## config.mk

```make
export PLATFORM = sky130hd
export DESIGN_NAME = core_special_register_file
export DESIGN_NICKNAME = d
export VERILOG_FILES = /design/src/core/core_sfr_pkg.sv /design/src/core/core_special_register_file.sv /design/src/core/gp_file_mem.sv
export SDC_FILE = /design/constraint.sdc
export NUM_CORES = 1
export LEC_CHECK = 0
export ABC_CLOCK_PERIOD_IN_PS = 2300
export BUFFER_PORTS_ARGS = -buffer_cell sky130_fd_sc_hd__buf_2
export CORE_MARGIN = 5
export CORE_UTILIZATION = 45
export CTS_CLUSTER_SIZE = 10
export DETAILED_ROUTE_END_ITERATION = 10
export PLACE_DENSITY = 0.65
export SETUP_SLACK_MARGIN = 0.5
export SLEW_MARGIN = 20
export SYNTH_ARGS = -nofsm -noshare
export SYNTH_HDL_FRONTEND = slang
export SYNTH_SLANG_ARGS = --single-unit
```

## constraint.sdc

```tcl
create_clock -name i_ref_clk -period 2.3 [get_ports i_ref_clk]
set_input_delay 0.115 -clock i_ref_clk [delete_from_list [all_inputs] [get_ports i_ref_clk]]
set_output_delay 0.115 -clock i_ref_clk [all_outputs]
set_load 0.02 [all_outputs]
```

## src/core/core_sfr_pkg.sv

```systemverilog
package core_sfr_pkg;

	// File addresses
	localparam logic [4:0] ADDR_INDIRECT_WINDOW = 5'h00;
	localparam logic [4:0] ADDR_TIMER0_COUNT = 5'h01;
	localparam logic [4:0] ADDR_PROGRAM_COUNTER_LOW = 5'h02;
	localparam logic [4:0] ADDR_ALU_RESET_PAGE_WORD = 5'h03;
	localparam logic [4:0] ADDR_INDIRECT_POINTER = 5'h04;
	localparam logic [4:0] ADDR_PORT_A_LATCH = 5'h05;
	localparam logic [4:0] ADDR_PORT_B_LATCH = 5'h06;
	localparam logic [4:0] ADDR_PORT_C_LATCH = 5'h07;
	localparam logic [4:0] ADDR_GP_FIRST = 5'h08;

	// Status word field positions
	localparam int STAT_PAGE_HI = 7;
	localparam int STAT_PAGE_LO = 5;
	localparam int STAT_TIMEOUT = 4;
	localparam int STAT_POWER_DOWN = 3;
	localparam int STAT_ZERO = 2;
	localparam int STAT_DIGIT_CARRY = 1;
	localparam int STAT_CARRY = 0;

	// Flag update vector positions (same order as status low bits)
	localparam int UPD_ZERO = 2;
	localparam int UPD_DIGIT_CARRY = 1;
	localparam int UPD_CARRY = 0;

	// Reset values
	localparam logic [7:0] PCL_RESET = 8'hff;
	localparam logic [2:0] PAGE_RESET = 3'h0;
	localparam logic [7:0] PTR_FORCE_LARGE = 8'h80;
	localparam logic [7:0] PTR_FORCE_SMALL = 8'he0;
	localparam logic [7:0] DIR_RESET = 8'hff;
	localparam logic [5:0] OPTION_RESET = 6'h3f;

	// Port A width and general purpose memory shape
	localparam int PORT_A_BITS = 4;
	localparam int GP_ADDR_BITS = 7;
	localparam int GP_DEPTH = 128;

	// Pin direction register select
	localparam logic [1:0] DIR_SEL_A = 2'h0;
	localparam logic [1:0] DIR_SEL_B = 2'h1;
	localparam logic [1:0] DIR_SEL_C = 2'h2;

endpackage

```

## src/core/core_special_register_file.sv

```systemverilog
// Notes on behaviour
// - Pointer at 04h; large variant top bit one
// - Only low PC byte at 02h, resets ones
// - Port A low four bits; upper read zero
// - 07h is port C only when present
// - Small variant: pointer top three bits ones
// - Status at 03h writable, fixed bit layout
// - Flag-updating op blocks data write to flags
// - Timeout and power-down flags are read-only
// - Clear of status: pages zero, zero set
// - Page preselect bits choose program page
// - 00h window reaches register pointed to
// - Zero flag follows result equal zero
// - Add sets digit carry from bit three
`timescale 1ns/1ps
module core_special_register_file
#(
	parameter bit P_LARGE_MEM = 1'b0,
	parameter bit P_HAS_PORT_C = 1'b0
)
(
	// Clock and reset
	input wire logic i_ref_clk,
	input wire logic i_resetn,
	input wire logic i_soft_reset,
	// File register access
	input wire logic i_rd_en,
	input wire logic i_wr_en,
	input wire logic [4:0] i_addr,
	input wire logic [7:0] i_wdata,
	output logic o_rvalid,
	output logic [7:0] o_rdata,
	// Flag update from the ALU
	input wire logic [2:0] i_flag_upd,
	input wire logic i_alu_is_add,
	input wire logic [7:0] i_alu_a,
	input wire logic [7:0] i_alu_b,
	input wire logic [7:0] i_alu_result,
	input wire logic i_alu_dc,
	input wire logic i_alu_c,
	// Reset cause flags
	input wire logic i_timeout_set,
	input wire logic i_timeout_clr,
	input wire logic i_power_down_set,
	input wire logic i_power_down_clr,
	// Program counter and timer
	input wire logic i_pc_load,
	input wire logic [7:0] i_pc_next,
	input wire logic i_timer_tick,
	output logic [7:0] o_program_counter_low,
	output logic [7:0] o_timer0_count,
	output logic [1:0] o_page_preselect,
	output logic o_page_bit_spare,
	output logic o_timeout_flag,
	output logic o_power_down_flag,
	// Ports, direction and option
	input wire logic [core_sfr_pkg::PORT_A_BITS-1:0] i_port_a_pin,
	input wire logic [7:0] i_port_b_pin,
	input wire logic [7:0] i_port_c_pin,
	input wire logic i_dir_we,
	input wire logic [1:0] i_dir_sel,
	input wire logic i_option_we,
	output logic [core_sfr_pkg::PORT_A_BITS-1:0] o_port_a_latch,
	output logic [7:0] o_port_b_latch,
	output logic [7:0] o_port_c_latch,
	output logic [7:0] o_dir_a,
	output logic [7:0] o_dir_b,
	output logic [7:0] o_dir_c,
	output logic [5:0] o_timer_prescale_config
);

	localparam logic [7:0] PTR_FORCE = P_LARGE_MEM ? core_sfr_pkg::PTR_FORCE_LARGE
		: core_sfr_pkg::PTR_FORCE_SMALL;

	typedef struct packed
	{
		logic [7:0] timer;
		logic [7:0] program_counter_low;
		logic [2:0] page;
		logic timeout;
		logic power_down;
		logic zero;
		logic dc;
		logic carry;
		logic [7:0] ptr;
		logic [core_sfr_pkg::PORT_A_BITS-1:0] pa;
		logic [7:0] pb;
		logic [7:0] pc;
		logic [7:0] dir_a;
		logic [7:0] dir_b;
		logic [7:0] dir_c;
		logic [5:0] option;
		logic rd_pend;
		logic rd_gp;
		logic [7:0] rd_sfr;
		logic rvalid;
		logic [7:0] rdata;
	} sfr_state_t;

	sfr_state_t s_q;
	sfr_state_t s_d;

	logic [4:0] ea;
	logic [1:0] bank;
	logic is_gp;
	logic [core_sfr_pkg::GP_ADDR_BITS-1:0] gp_addr;
	logic [7:0] gp_rdata;
	logic [8:0] add_sum;
	logic [4:0] add_low;
	logic [7:0] status_word;

	// Indirect access resolves the pointer before decode
	always_comb
	begin
		ea = (i_addr == core_sfr_pkg::ADDR_INDIRECT_WINDOW) ? s_q.ptr[4:0] : i_addr;
		bank = (P_LARGE_MEM && ea[4]) ? s_q.ptr[6:5] : 2'h0;
		gp_addr = {bank, ea};
		is_gp = (ea >= core_sfr_pkg::ADDR_GP_FIRST)
			|| (ea == core_sfr_pkg::ADDR_PORT_C_LATCH && !P_HAS_PORT_C);
		add_sum = {1'b0, i_alu_a} + {1'b0, i_alu_b};
		add_low = {1'b0, i_alu_a[3:0]} + {1'b0, i_alu_b[3:0]};
		status_word = {s_q.page, s_q.timeout, s_q.power_down, s_q.zero, s_q.dc, s_q.carry};
	end

	gp_file_mem u_gp_mem
	(
		.i_ref_clk(i_ref_clk),
		.i_resetn(i_resetn),
		.i_we(i_wr_en && is_gp),
		.i_waddr(gp_addr),
		.i_wdata(i_wdata),
		.i_raddr(gp_addr),
		.o_rdata(gp_rdata)
	);

	always_comb
	begin
		s_d = s_q;
		if (i_timer_tick)
		begin
			s_d.timer = s_q.timer + 8'h01;
		end
		if (i_pc_load)
		begin
			s_d.program_counter_low = i_pc_next;
		end
		// Direct writes; a pointer aimed at the window itself writes nothing
		if (i_wr_en && !is_gp)
		begin
			unique case (ea)
				core_sfr_pkg::ADDR_TIMER0_COUNT: s_d.timer = i_wdata;
				core_sfr_pkg::ADDR_PROGRAM_COUNTER_LOW: s_d.program_counter_low = i_wdata;
				core_sfr_pkg::ADDR_ALU_RESET_PAGE_WORD:
				begin
					s_d.page = i_wdata[core_sfr_pkg::STAT_PAGE_HI:core_sfr_pkg::STAT_PAGE_LO];
					if (i_flag_upd == 3'h0)
					begin
						s_d.zero = i_wdata[core_sfr_pkg::STAT_ZERO];
						s_d.dc = i_wdata[core_sfr_pkg::STAT_DIGIT_CARRY];
						s_d.carry = i_wdata[core_sfr_pkg::STAT_CARRY];
					end
				end
				core_sfr_pkg::ADDR_INDIRECT_POINTER: s_d.ptr = i_wdata | PTR_FORCE;
				core_sfr_pkg::ADDR_PORT_A_LATCH:
					s_d.pa = i_wdata[core_sfr_pkg::PORT_A_BITS-1:0];
				core_sfr_pkg::ADDR_PORT_B_LATCH: s_d.pb = i_wdata;
				core_sfr_pkg::ADDR_PORT_C_LATCH: s_d.pc = i_wdata;
				default: ;
			endcase
		end
		// Result flags overrule any data written to them
		if (i_flag_upd[core_sfr_pkg::UPD_ZERO])
		begin
			s_d.zero = (i_alu_result == 8'h00);
		end
		if (i_flag_upd[core_sfr_pkg::UPD_DIGIT_CARRY])
		begin
			s_d.dc = i_alu_is_add ? add_low[4] : i_alu_dc;
		end
		if (i_flag_upd[core_sfr_pkg::UPD_CARRY])
		begin
			s_d.carry = i_alu_is_add ? add_sum[8] : i_alu_c;
		end
		// Only hardware events move these; set wins over clear
		if (i_timeout_clr)
		begin
			s_d.timeout = 1'b0;
		end
		if (i_timeout_set)
		begin
			s_d.timeout = 1'b1;
		end
		if (i_power_down_clr)
		begin
			s_d.power_down = 1'b0;
		end
		if (i_power_down_set)
		begin
			s_d.power_down = 1'b1;
		end
		if (i_dir_we)
		begin
			unique case (i_dir_sel)
				core_sfr_pkg::DIR_SEL_A: s_d.dir_a = i_wdata;
				core_sfr_pkg::DIR_SEL_B: s_d.dir_b = i_wdata;
				core_sfr_pkg::DIR_SEL_C: s_d.dir_c = i_wdata;
				default: ;
			endcase
		end
		if (i_option_we)
		begin
			s_d.option = i_wdata[5:0];
		end
		// Pin or watchdog reset: port latches and flags hold
		if (i_soft_reset)
		begin
			s_d.program_counter_low = core_sfr_pkg::PCL_RESET;
			s_d.page = core_sfr_pkg::PAGE_RESET;
			s_d.ptr = s_q.ptr | PTR_FORCE;
			s_d.dir_a = core_sfr_pkg::DIR_RESET;
			s_d.dir_b = core_sfr_pkg::DIR_RESET;
			s_d.dir_c = core_sfr_pkg::DIR_RESET;
			s_d.option = core_sfr_pkg::OPTION_RESET;
		end
		// Two-stage read: memory data are registered, so the mux waits a cycle
		s_d.rd_pend = i_rd_en;
		s_d.rd_gp = is_gp;
		unique case (ea)
			core_sfr_pkg::ADDR_TIMER0_COUNT: s_d.rd_sfr = s_q.timer;
			core_sfr_pkg::ADDR_PROGRAM_COUNTER_LOW: s_d.rd_sfr = s_q.program_counter_low;
			core_sfr_pkg::ADDR_ALU_RESET_PAGE_WORD: s_d.rd_sfr = status_word;
			core_sfr_pkg::ADDR_INDIRECT_POINTER: s_d.rd_sfr = s_q.ptr;
			core_sfr_pkg::ADDR_PORT_A_LATCH: s_d.rd_sfr = {4'h0, i_port_a_pin};
			core_sfr_pkg::ADDR_PORT_B_LATCH: s_d.rd_sfr = i_port_b_pin;
			core_sfr_pkg::ADDR_PORT_C_LATCH: s_d.rd_sfr = i_port_c_pin;
			default: s_d.rd_sfr = 8'h00;
		endcase
		s_d.rvalid = s_q.rd_pend;
		if (s_q.rd_pend)
		begin
			s_d.rdata = s_q.rd_gp ? gp_rdata : s_q.rd_sfr;
		end
	end

	always_ff @(posedge i_ref_clk or negedge i_resetn)
	begin
		if (!i_resetn)
		begin
			s_q <= '0;
			s_q.program_counter_low <= core_sfr_pkg::PCL_RESET;
			s_q.timeout <= 1'b1;
			s_q.power_down <= 1'b1;
			s_q.ptr <= PTR_FORCE;
			s_q.dir_a <= core_sfr_pkg::DIR_RESET;
			s_q.dir_b <= core_sfr_pkg::DIR_RESET;
			s_q.dir_c <= core_sfr_pkg::DIR_RESET;
			s_q.option <= core_sfr_pkg::OPTION_RESET;
		end
		else
		begin
			s_q <= s_d;
		end
	end

	assign o_rvalid = s_q.rvalid;
	assign o_rdata = s_q.rdata;
	assign o_program_counter_low = s_q.program_counter_low;
	assign o_timer0_count = s_q.timer;
	// Upper page bit is spare; only the lower two steer jumps and calls
	assign o_page_preselect = s_q.page[1:0];
	assign o_page_bit_spare = s_q.page[2];
	assign o_timeout_flag = s_q.timeout;
	assign o_power_down_flag = s_q.power_down;
	assign o_port_a_latch = s_q.pa;
	assign o_port_b_latch = s_q.pb;
	assign o_port_c_latch = s_q.pc;
	assign o_dir_a = s_q.dir_a;
	assign o_dir_b = s_q.dir_b;
	assign o_dir_c = s_q.dir_c;
	assign o_timer_prescale_config = s_q.option;
endmodule

```

## src/core/gp_file_mem.sv

```systemverilog
`timescale 1ns/1ps
module gp_file_mem
(
	// Clock and reset
	input wire logic i_ref_clk,
	input wire logic i_resetn,
	// Write port
	input wire logic i_we,
	input wire logic [core_sfr_pkg::GP_ADDR_BITS-1:0] i_waddr,
	input wire logic [7:0] i_wdata,
	// Read port, data one cycle later
	input wire logic [core_sfr_pkg::GP_ADDR_BITS-1:0] i_raddr,
	output logic [7:0] o_rdata
);

	typedef struct packed
	{
		logic [core_sfr_pkg::GP_DEPTH-1:0][7:0] cells;
		logic [7:0] rdata;
	} mem_state_t;

	mem_state_t s_q;
	mem_state_t s_d;

	always_comb
	begin
		s_d = s_q;
		s_d.rdata = s_q.cells[i_raddr];
		if (i_we)
		begin
			s_d.cells[i_waddr] = i_wdata;
		end
	end

	always_ff @(posedge i_ref_clk or negedge i_resetn)
	begin
		if (!i_resetn)
		begin
			s_q <= '0;
		end
		else
		begin
			s_q <= s_d;
		end
	end

	assign o_rdata = s_q.rdata;

endmodule

```

-- Word level (Yosys, flattened, before mapping)
Cells that the tools add are included.
- bits in registers: 1133
- bits of input ports: 86
- output and inout port bits: 80
- word-level logic and storage cells: 245
- $add $sub $neg: 3
- $lt $le $gt $ge: 3
- equality and inequality tests: 9
- mux-type cells: 38
- bitwise gates (word level): 1
- reductions and logical operators: 40
- operators with widths (cell ; number):
    bitwise mux 1024 bit ; 1
    2-to-1 mux 8 bit ; 14
    one-hot mux 8 bit (7 select lines) ; 1
    binary-select mux 8 bit (select 5 bit) ; 1
    demux 8 bit (select 5 bit) ; 1
    nonzero test 2 bit ; 19
    2-to-1 mux 31 bit ; 1
    2-to-1 mux 30 bit ; 1
    2-to-1 mux 24 bit ; 1
    == test 5 x 3 -> 1 bit (second input constant) ; 4
    2-to-1 mux 19 bit ; 1
    AND reduction 2 bit ; 8
    AND reduction 3 bit ; 4
    2-to-1 mux 11 bit ; 1
    == test 5 x 2 -> 1 bit (second input constant) ; 2
    adder 8 x 8 -> 9 bit ; 1
    2-to-1 mux 1 bit ; 9
    2-to-1 mux 3 bit ; 3
    adder 8 x 1 -> 8 bit (second input constant) ; 1
    zero test 8 bit ; 1
    < comparator 5 x 8 -> 1 bit (second input constant) ; 1
    2-to-1 mux 6 bit ; 1
    adder 4 x 4 -> 5 bit ; 1
    == test 5 x 1 -> 1 bit (second input constant) ; 1
    other kinds (13) ; 15

-- Depth between registers and ports, before layout
- word-level depth: 8
- mapped depth: 9
- depth with buffers taken out: 7

-- Hierarchy
Synthesis repeated with hierarchy kept, for this count alone.
- cell total of the unflattened synthesis: 3332
- area, all modules: 52252.6 µm²
- modules (own cells, without submodules) (module ; instances ; cells each ; area each (µm²) ; seq. area each (µm²)):
    gp_file_mem ; 1 ; 2797 ; 46733.6 ; 25824.8
    core_special_register_file ; 1 ; 535 ; 5519.0 ; 2528.7

-- Worst setup path after synthesis
Ideal clock, no wire load.
- path type: reg2reg
- start: reg s_q[69] (netlist name)
- end: reg u_gp_mem.s_q (netlist bit u_gp_mem.o_rdata[0])
- setup time: 0.135 ns
- arrival time: 1.913 ns
- data required time: 2.165 ns
- path slack: 0.252 ns
- cell stages (with the launch flop): 7
- path buffers: 1
- clock period less this slack: 2.048 ns
- cells stage by stage: dfrtp_1 > nor2b_1 > a21oi_2 > buf_2 > mux4_2 > a22oi_1 > nand4_1
- RTL lines (what ; RTL line ; RTL):
    start: declaration ; core_special_register_file.sv:100 ; sfr_state_t s_q;
    end signal: assignment ; gp_file_mem.sv:39 ; s_q <= '0;
    end signal: assignment ; gp_file_mem.sv:43 ; s_q <= s_d;
    end: declaration ; gp_file_mem.sv:22 ; mem_state_t s_q;

-- Final worst setup path
- start: reg s_q[69] (netlist name)
- end: reg u_gp_mem.s_q[128] (netlist name)
- cells in the longest elaborated chain, start to end: 6
- elaborated cells between the ends (all ways): 11
- classes of those cells: order compare: 3; eq/ne: 1; mux: 4; reduce/logical: 3
- ends and longest elaborated chain (what ; RTL line ; RTL):
    2-to-1 mux 5 bit * ; core_special_register_file.sv:115 ; ea = (i_addr == core_sfr_pkg::ADDR_INDIRECT_WINDOW) ? s_q.ptr[4:0] : i_addr;
    < comparator 5 x 8 -> 1 bit (implied by the code) / greater-or-equal comparator 5 x 1 -> 1 bit (equally long branches) ; gp_file_mem.sv:31 ; s_d.cells[i_waddr] = i_wdata;
    logical AND 1 bit (implied by the code) ; gp_file_mem.sv:31 ;
    2-to-1 mux 8 bit (implied by the code) ; gp_file_mem.sv:31 ;
    demux 8 bit (select 5 bit) ; -- ;
    bitwise mux 1024 bit ; gp_file_mem.sv:31 ;
Mark *: on every way between the ends. The rest lies on a longest branch, timed or not.
A chain may end at the register's enable or synchronous reset.

==> run_results.csv <==
group,metric,value,unit
global_route,grt_max_degree,78,
setup_path,critPathTopFamily,"buffers and inverters",
setup_path,path_cells,"nor2b_4 -> a21o_4 -> buf_8 -> buf_6 -> buf_6 -> nand4_4 -> buf_12 -> nor2_4 -> buf_12 -> mux2_2",
yosys,synth_commonest_cells,"dfrtp_1, mux2_2, nand2_1, clkbuf_1, buf_4",
floorplanning,die_w,204.0,µm
layout,antenna_cells,0,
yosys,yosys.area.top_type,"dfrtp_1",
drt,avgRoutedWirePerCell,22.89,µm
pwr,p_total,16.60,mW
clocking,cts_buffer_depth,3,
clocking,clock-sinks,363,
drt,detail-route-antenna-nets,0,
yosys,ys_seq_area_share,53.94,%
flow_run,drv_cap,0,
timing,hold_viol_final,0,
global_route,grt_pass1_vias,12150,
layout,drive_gt1_share,47.57,%
yosys,synth-async-reset-ratio,100.0,%
setup_path,crit_path_max_fanout,8,
drt,routed_wl,47060,µm
pwr,p_sw,4.431,mW
min_path,hp-class,"primary input to register",
layout,synthToLayoutAreaGrowth,25.49,%
yosys,post-synth-top-area-fraction,47.58,%
floorplanning,coreArea,37400,µm²
timing,drv_slew,0,
floorplanning,dieArea,41610,µm²
yosys,yosys_warnings,0,
yosys,yosysMostFrequentCell,"dfrtp_1",
timing,finalCriticalPeriod,2.104,ns
yosys,avgSynthCellArea,12.27,µm²
drt,num_vias,11510,
timing,timing.final.crit_share,91.48,%
pwr,seq_power_share,47.2,%
setup_path,path_depth,10,
placement,portBuffers,165,
yosys,synthTopCellsByArea,"dfrtp_1, mux2_2, dfstp_2, mux4_2, buf_4",
setup_path,reg2reg_depth,10,
setup_path,r2r-start,"s_q[69]$_DFFE_PN0P_",
setup_path,crit_path_end_kind,"register",
setup_path,crit_type,"register to register",
pwr,p_int,12.17,mW
global_route,gr-usage-met1,30.52,%
yosys,synth-seq-cells,363,
pwr,powerDensity,781.0,nW/µm²
yosys,synth_area,16930,µm²
global_route,antenna_found_initial,0,
timing,slew_headroom,34.06,%
yosys,synthCells,1380,
setup_path,crit_start,"s_q[69]$_DFFE_PN0P_",
pwr,ir_worst_vdd,0.0005500,V
clocking,clockRootBuffer,"clkbuf_16",
drt,post-route-drc-count,0,
layout,postLayoutCoreUtil,56.82,%
floorplanning,ioPinCount,166,
clocking,clock_latency,0.53,ns
pwr,p_leak,9.623,nW
yosys,synth.distinct_cells,56,
yosys,yosys_most_used_dff,"dfrtp_1",
pwr,switching_share,26.70,%
timing,tightest_slew,0.9890,ns
timing,rsz0062_at_grt,"true",
setup_path,crit_buf_inv,5,
yosys,synth_edf_count,0,
pwr,p_comb_share,18.2,%
global_route,globalRouteTotalUtil,22.16,%
status,status,"completed",
global_route,grt_overflow,0,
setup_path,worstSetupEndpoint,"u_gp_mem.s_q[128]$_DFFE_PN0P_",
pwr,clkPwrFrac,34.7,%
timing,setup_violations,0,
setup_path,rr_endpoint,"u_gp_mem.s_q[128]$_DFFE_PN0P_",
clocking,clk_pin_slew,0.05,ns
clocking,numCtsBuffers,42,
global_route,gr-usage-met3,4.507,%
setup_path,required,2.71,ns
setup_path,crit_arrival,2.51,ns
setup_path,r2r_slack,0.20,ns
layout,fin_nets,1623,
floorplanning,start_util,45.28,%
timing,fmax,475.3,MHz
drt,dr.first_iter.drc_count,895,
global_route,grt_pass1_wl,72370,µm
min_path,hold_start,"i_alu_is_add",
floorplanning,rows,71,
setup_path,worst_path_largest_cell_delay,0.35,ns
setup_path,critPathLaunchType,"register",
setup_path,cpMaxStageDelayCell,"dfrtp_1",
global_route,grtUsageMet2,34.97,%
timing,fin_tns_setup,0,ns
placement,gp_congestion,0.8791,
yosys,syn-num-nets,1474,
timing,skew,0.01174,ns
clocking,cts_tree,"yes",
global_route,grt-busiest-layer,"met2",
drt,firstDrtPassIters,5,
drt,vias_per_cell,5.596,
placement,dp_hpwl,29190,µm
clocking,htreeDepth,2,
floorplanning,dieHeight,204.0,µm
area by class of cell:
type	count	area (µm²)
tap	511	639.4
clock buffer	58	1111
sequential	363	9138
inverter	7	26.28
timing repair buffer	322	2725
fill	2923	16150
clock inverter	2	21.27
multi-input combinational	793	7591
what timing repair did:
action | in CTS | in global routing
pin swaps | 40 | 34
hold buffers | 34 | 0
resized for setup | 136 | 86
gates cloned | 2 | 3
endpoints found under the hold margin | 102 | 0
endpoints found under the setup margin | 255 | 255
setup buffers | 40 | 14
registers in the layout, indices dropped and copies added (netlist names):
name                     flops
s_q                         18
o_timer0_count               8
u_gp_mem.s_q               256
o_page_bit_spare             1
o_timer_prescale_config      6
o_port_b_latch               8
o_dir_a                      8
o_timeout_flag               1
o_port_c_latch               8
s_d                          1
o_page_preselect             2
o_dir_b                      8
o_program_counter_low        8
o_rvalid                     1
o_dir_c                      8
o_port_a_latch               4
u_gp_mem.o_rdata             8
o_rdata                      8
o_power_down_flag            1
power groups by stage:
stage | combinational, mW | sequential (mW) | clock (mW)
after CTS | 2.88 | 7.79 | 5.89
final | 3.02 | 7.83 | 5.75
after global routing | 3.24 | 7.91 | 6.17
after detailed placement | 2.56 | 7.88 | 0
after global placement | 2.49 | 7.85 | 0
after floorplan | 1.96 | 7.69 | 0
kinds of logic (layout without fill, tap and decap cells):
logic type	count (synthesis)	after routing	synth area share, %
xor+xnor	7	7	0.3620
simple gates	358	358	11.15
buf+inv	224	389	6.782
compound gates	125	125	5.563
mux	295	295	21.61
flops	363	363	53.94
fa+ha+maj	8	8	0.5911
cell usage in the layout, fill, tap and decap left out, types with 10 or more instances in the layout:
| master | instances |
|---|---|
| a211o_1 | 14 |
| a21oi_1 | 31 |
| a22oi_2 | 18 |
| buf_12 | 32 |
| buf_2 | 164 |
| buf_4 | 53 |
| buf_6 | 28 |
| clkbuf_1 | 16 |
| clkbuf_16 | 44 |
| dfrtp_1 | 320 |
| dfstp_2 | 41 |
| dlygate4sd3_1 | 34 |
| mux2_2 | 118 |
| mux2_4 | 107 |
| mux2i_1 | 36 |
| mux4_2 | 34 |
| nand2_1 | 143 |
| nand3_1 | 53 |
| nand3b_1 | 18 |
| nand4_1 | 21 |
| nor2_1 | 23 |
| nor2_4 | 16 |
| nor2b_1 | 14 |
| nor3_4 | 10 |
stage by stage:
stage / setup slack (ns) / std cells / hold slack, ns / instance area [µm²]
final: 0.1960 / 2056 / 0.02038 / 21250
after global routing: 0.1432 / 2056 / 0.02308 / 21250
after CTS: 0.1984 / 2039 / 0.004472 / 20730
after detailed placement: 0.04682 / 1903 / 0.1473 / 18120
after global placement: 0.06570 / 1903 / 0.1457 / 18120
after floorplan: 0.3567 / 1380 / -0.1806 / 17170
worst min-delay path: cells and delay by family:
family          cells  cell delay, ns
buf+inv             1            0.11
mux                 1            0.09
compound gates      1            0.18
layer usage:
| metal | up-vias | wire length (µm) |
|---|---|---|
| met5 | - | 0 |
| met4 | 0 | 1691 |
| met3 | 105 | 2989 |
| met2 | 424 | 21520 |
| met1 | 5909 | 20860 |
| li1 | 5067 | - |
how the worst min path moves through the flow:
stage,to,cells after the start
global placement,o_port_c_latch[3]$_DFFE_PN0P_,1
CTS,s_q[9]$_DFF_PN0_,4
detailed placement,o_port_c_latch[3]$_DFFE_PN0P_,1
global route,s_q[15]$_DFF_PN0_,5
floorplan,o_page_bit_spare$_DFFE_PN0P_,0
finish,s_q[78]$_DFFE_PN0P_,3
Note: power is estimated with default switching activity, not from simulation.
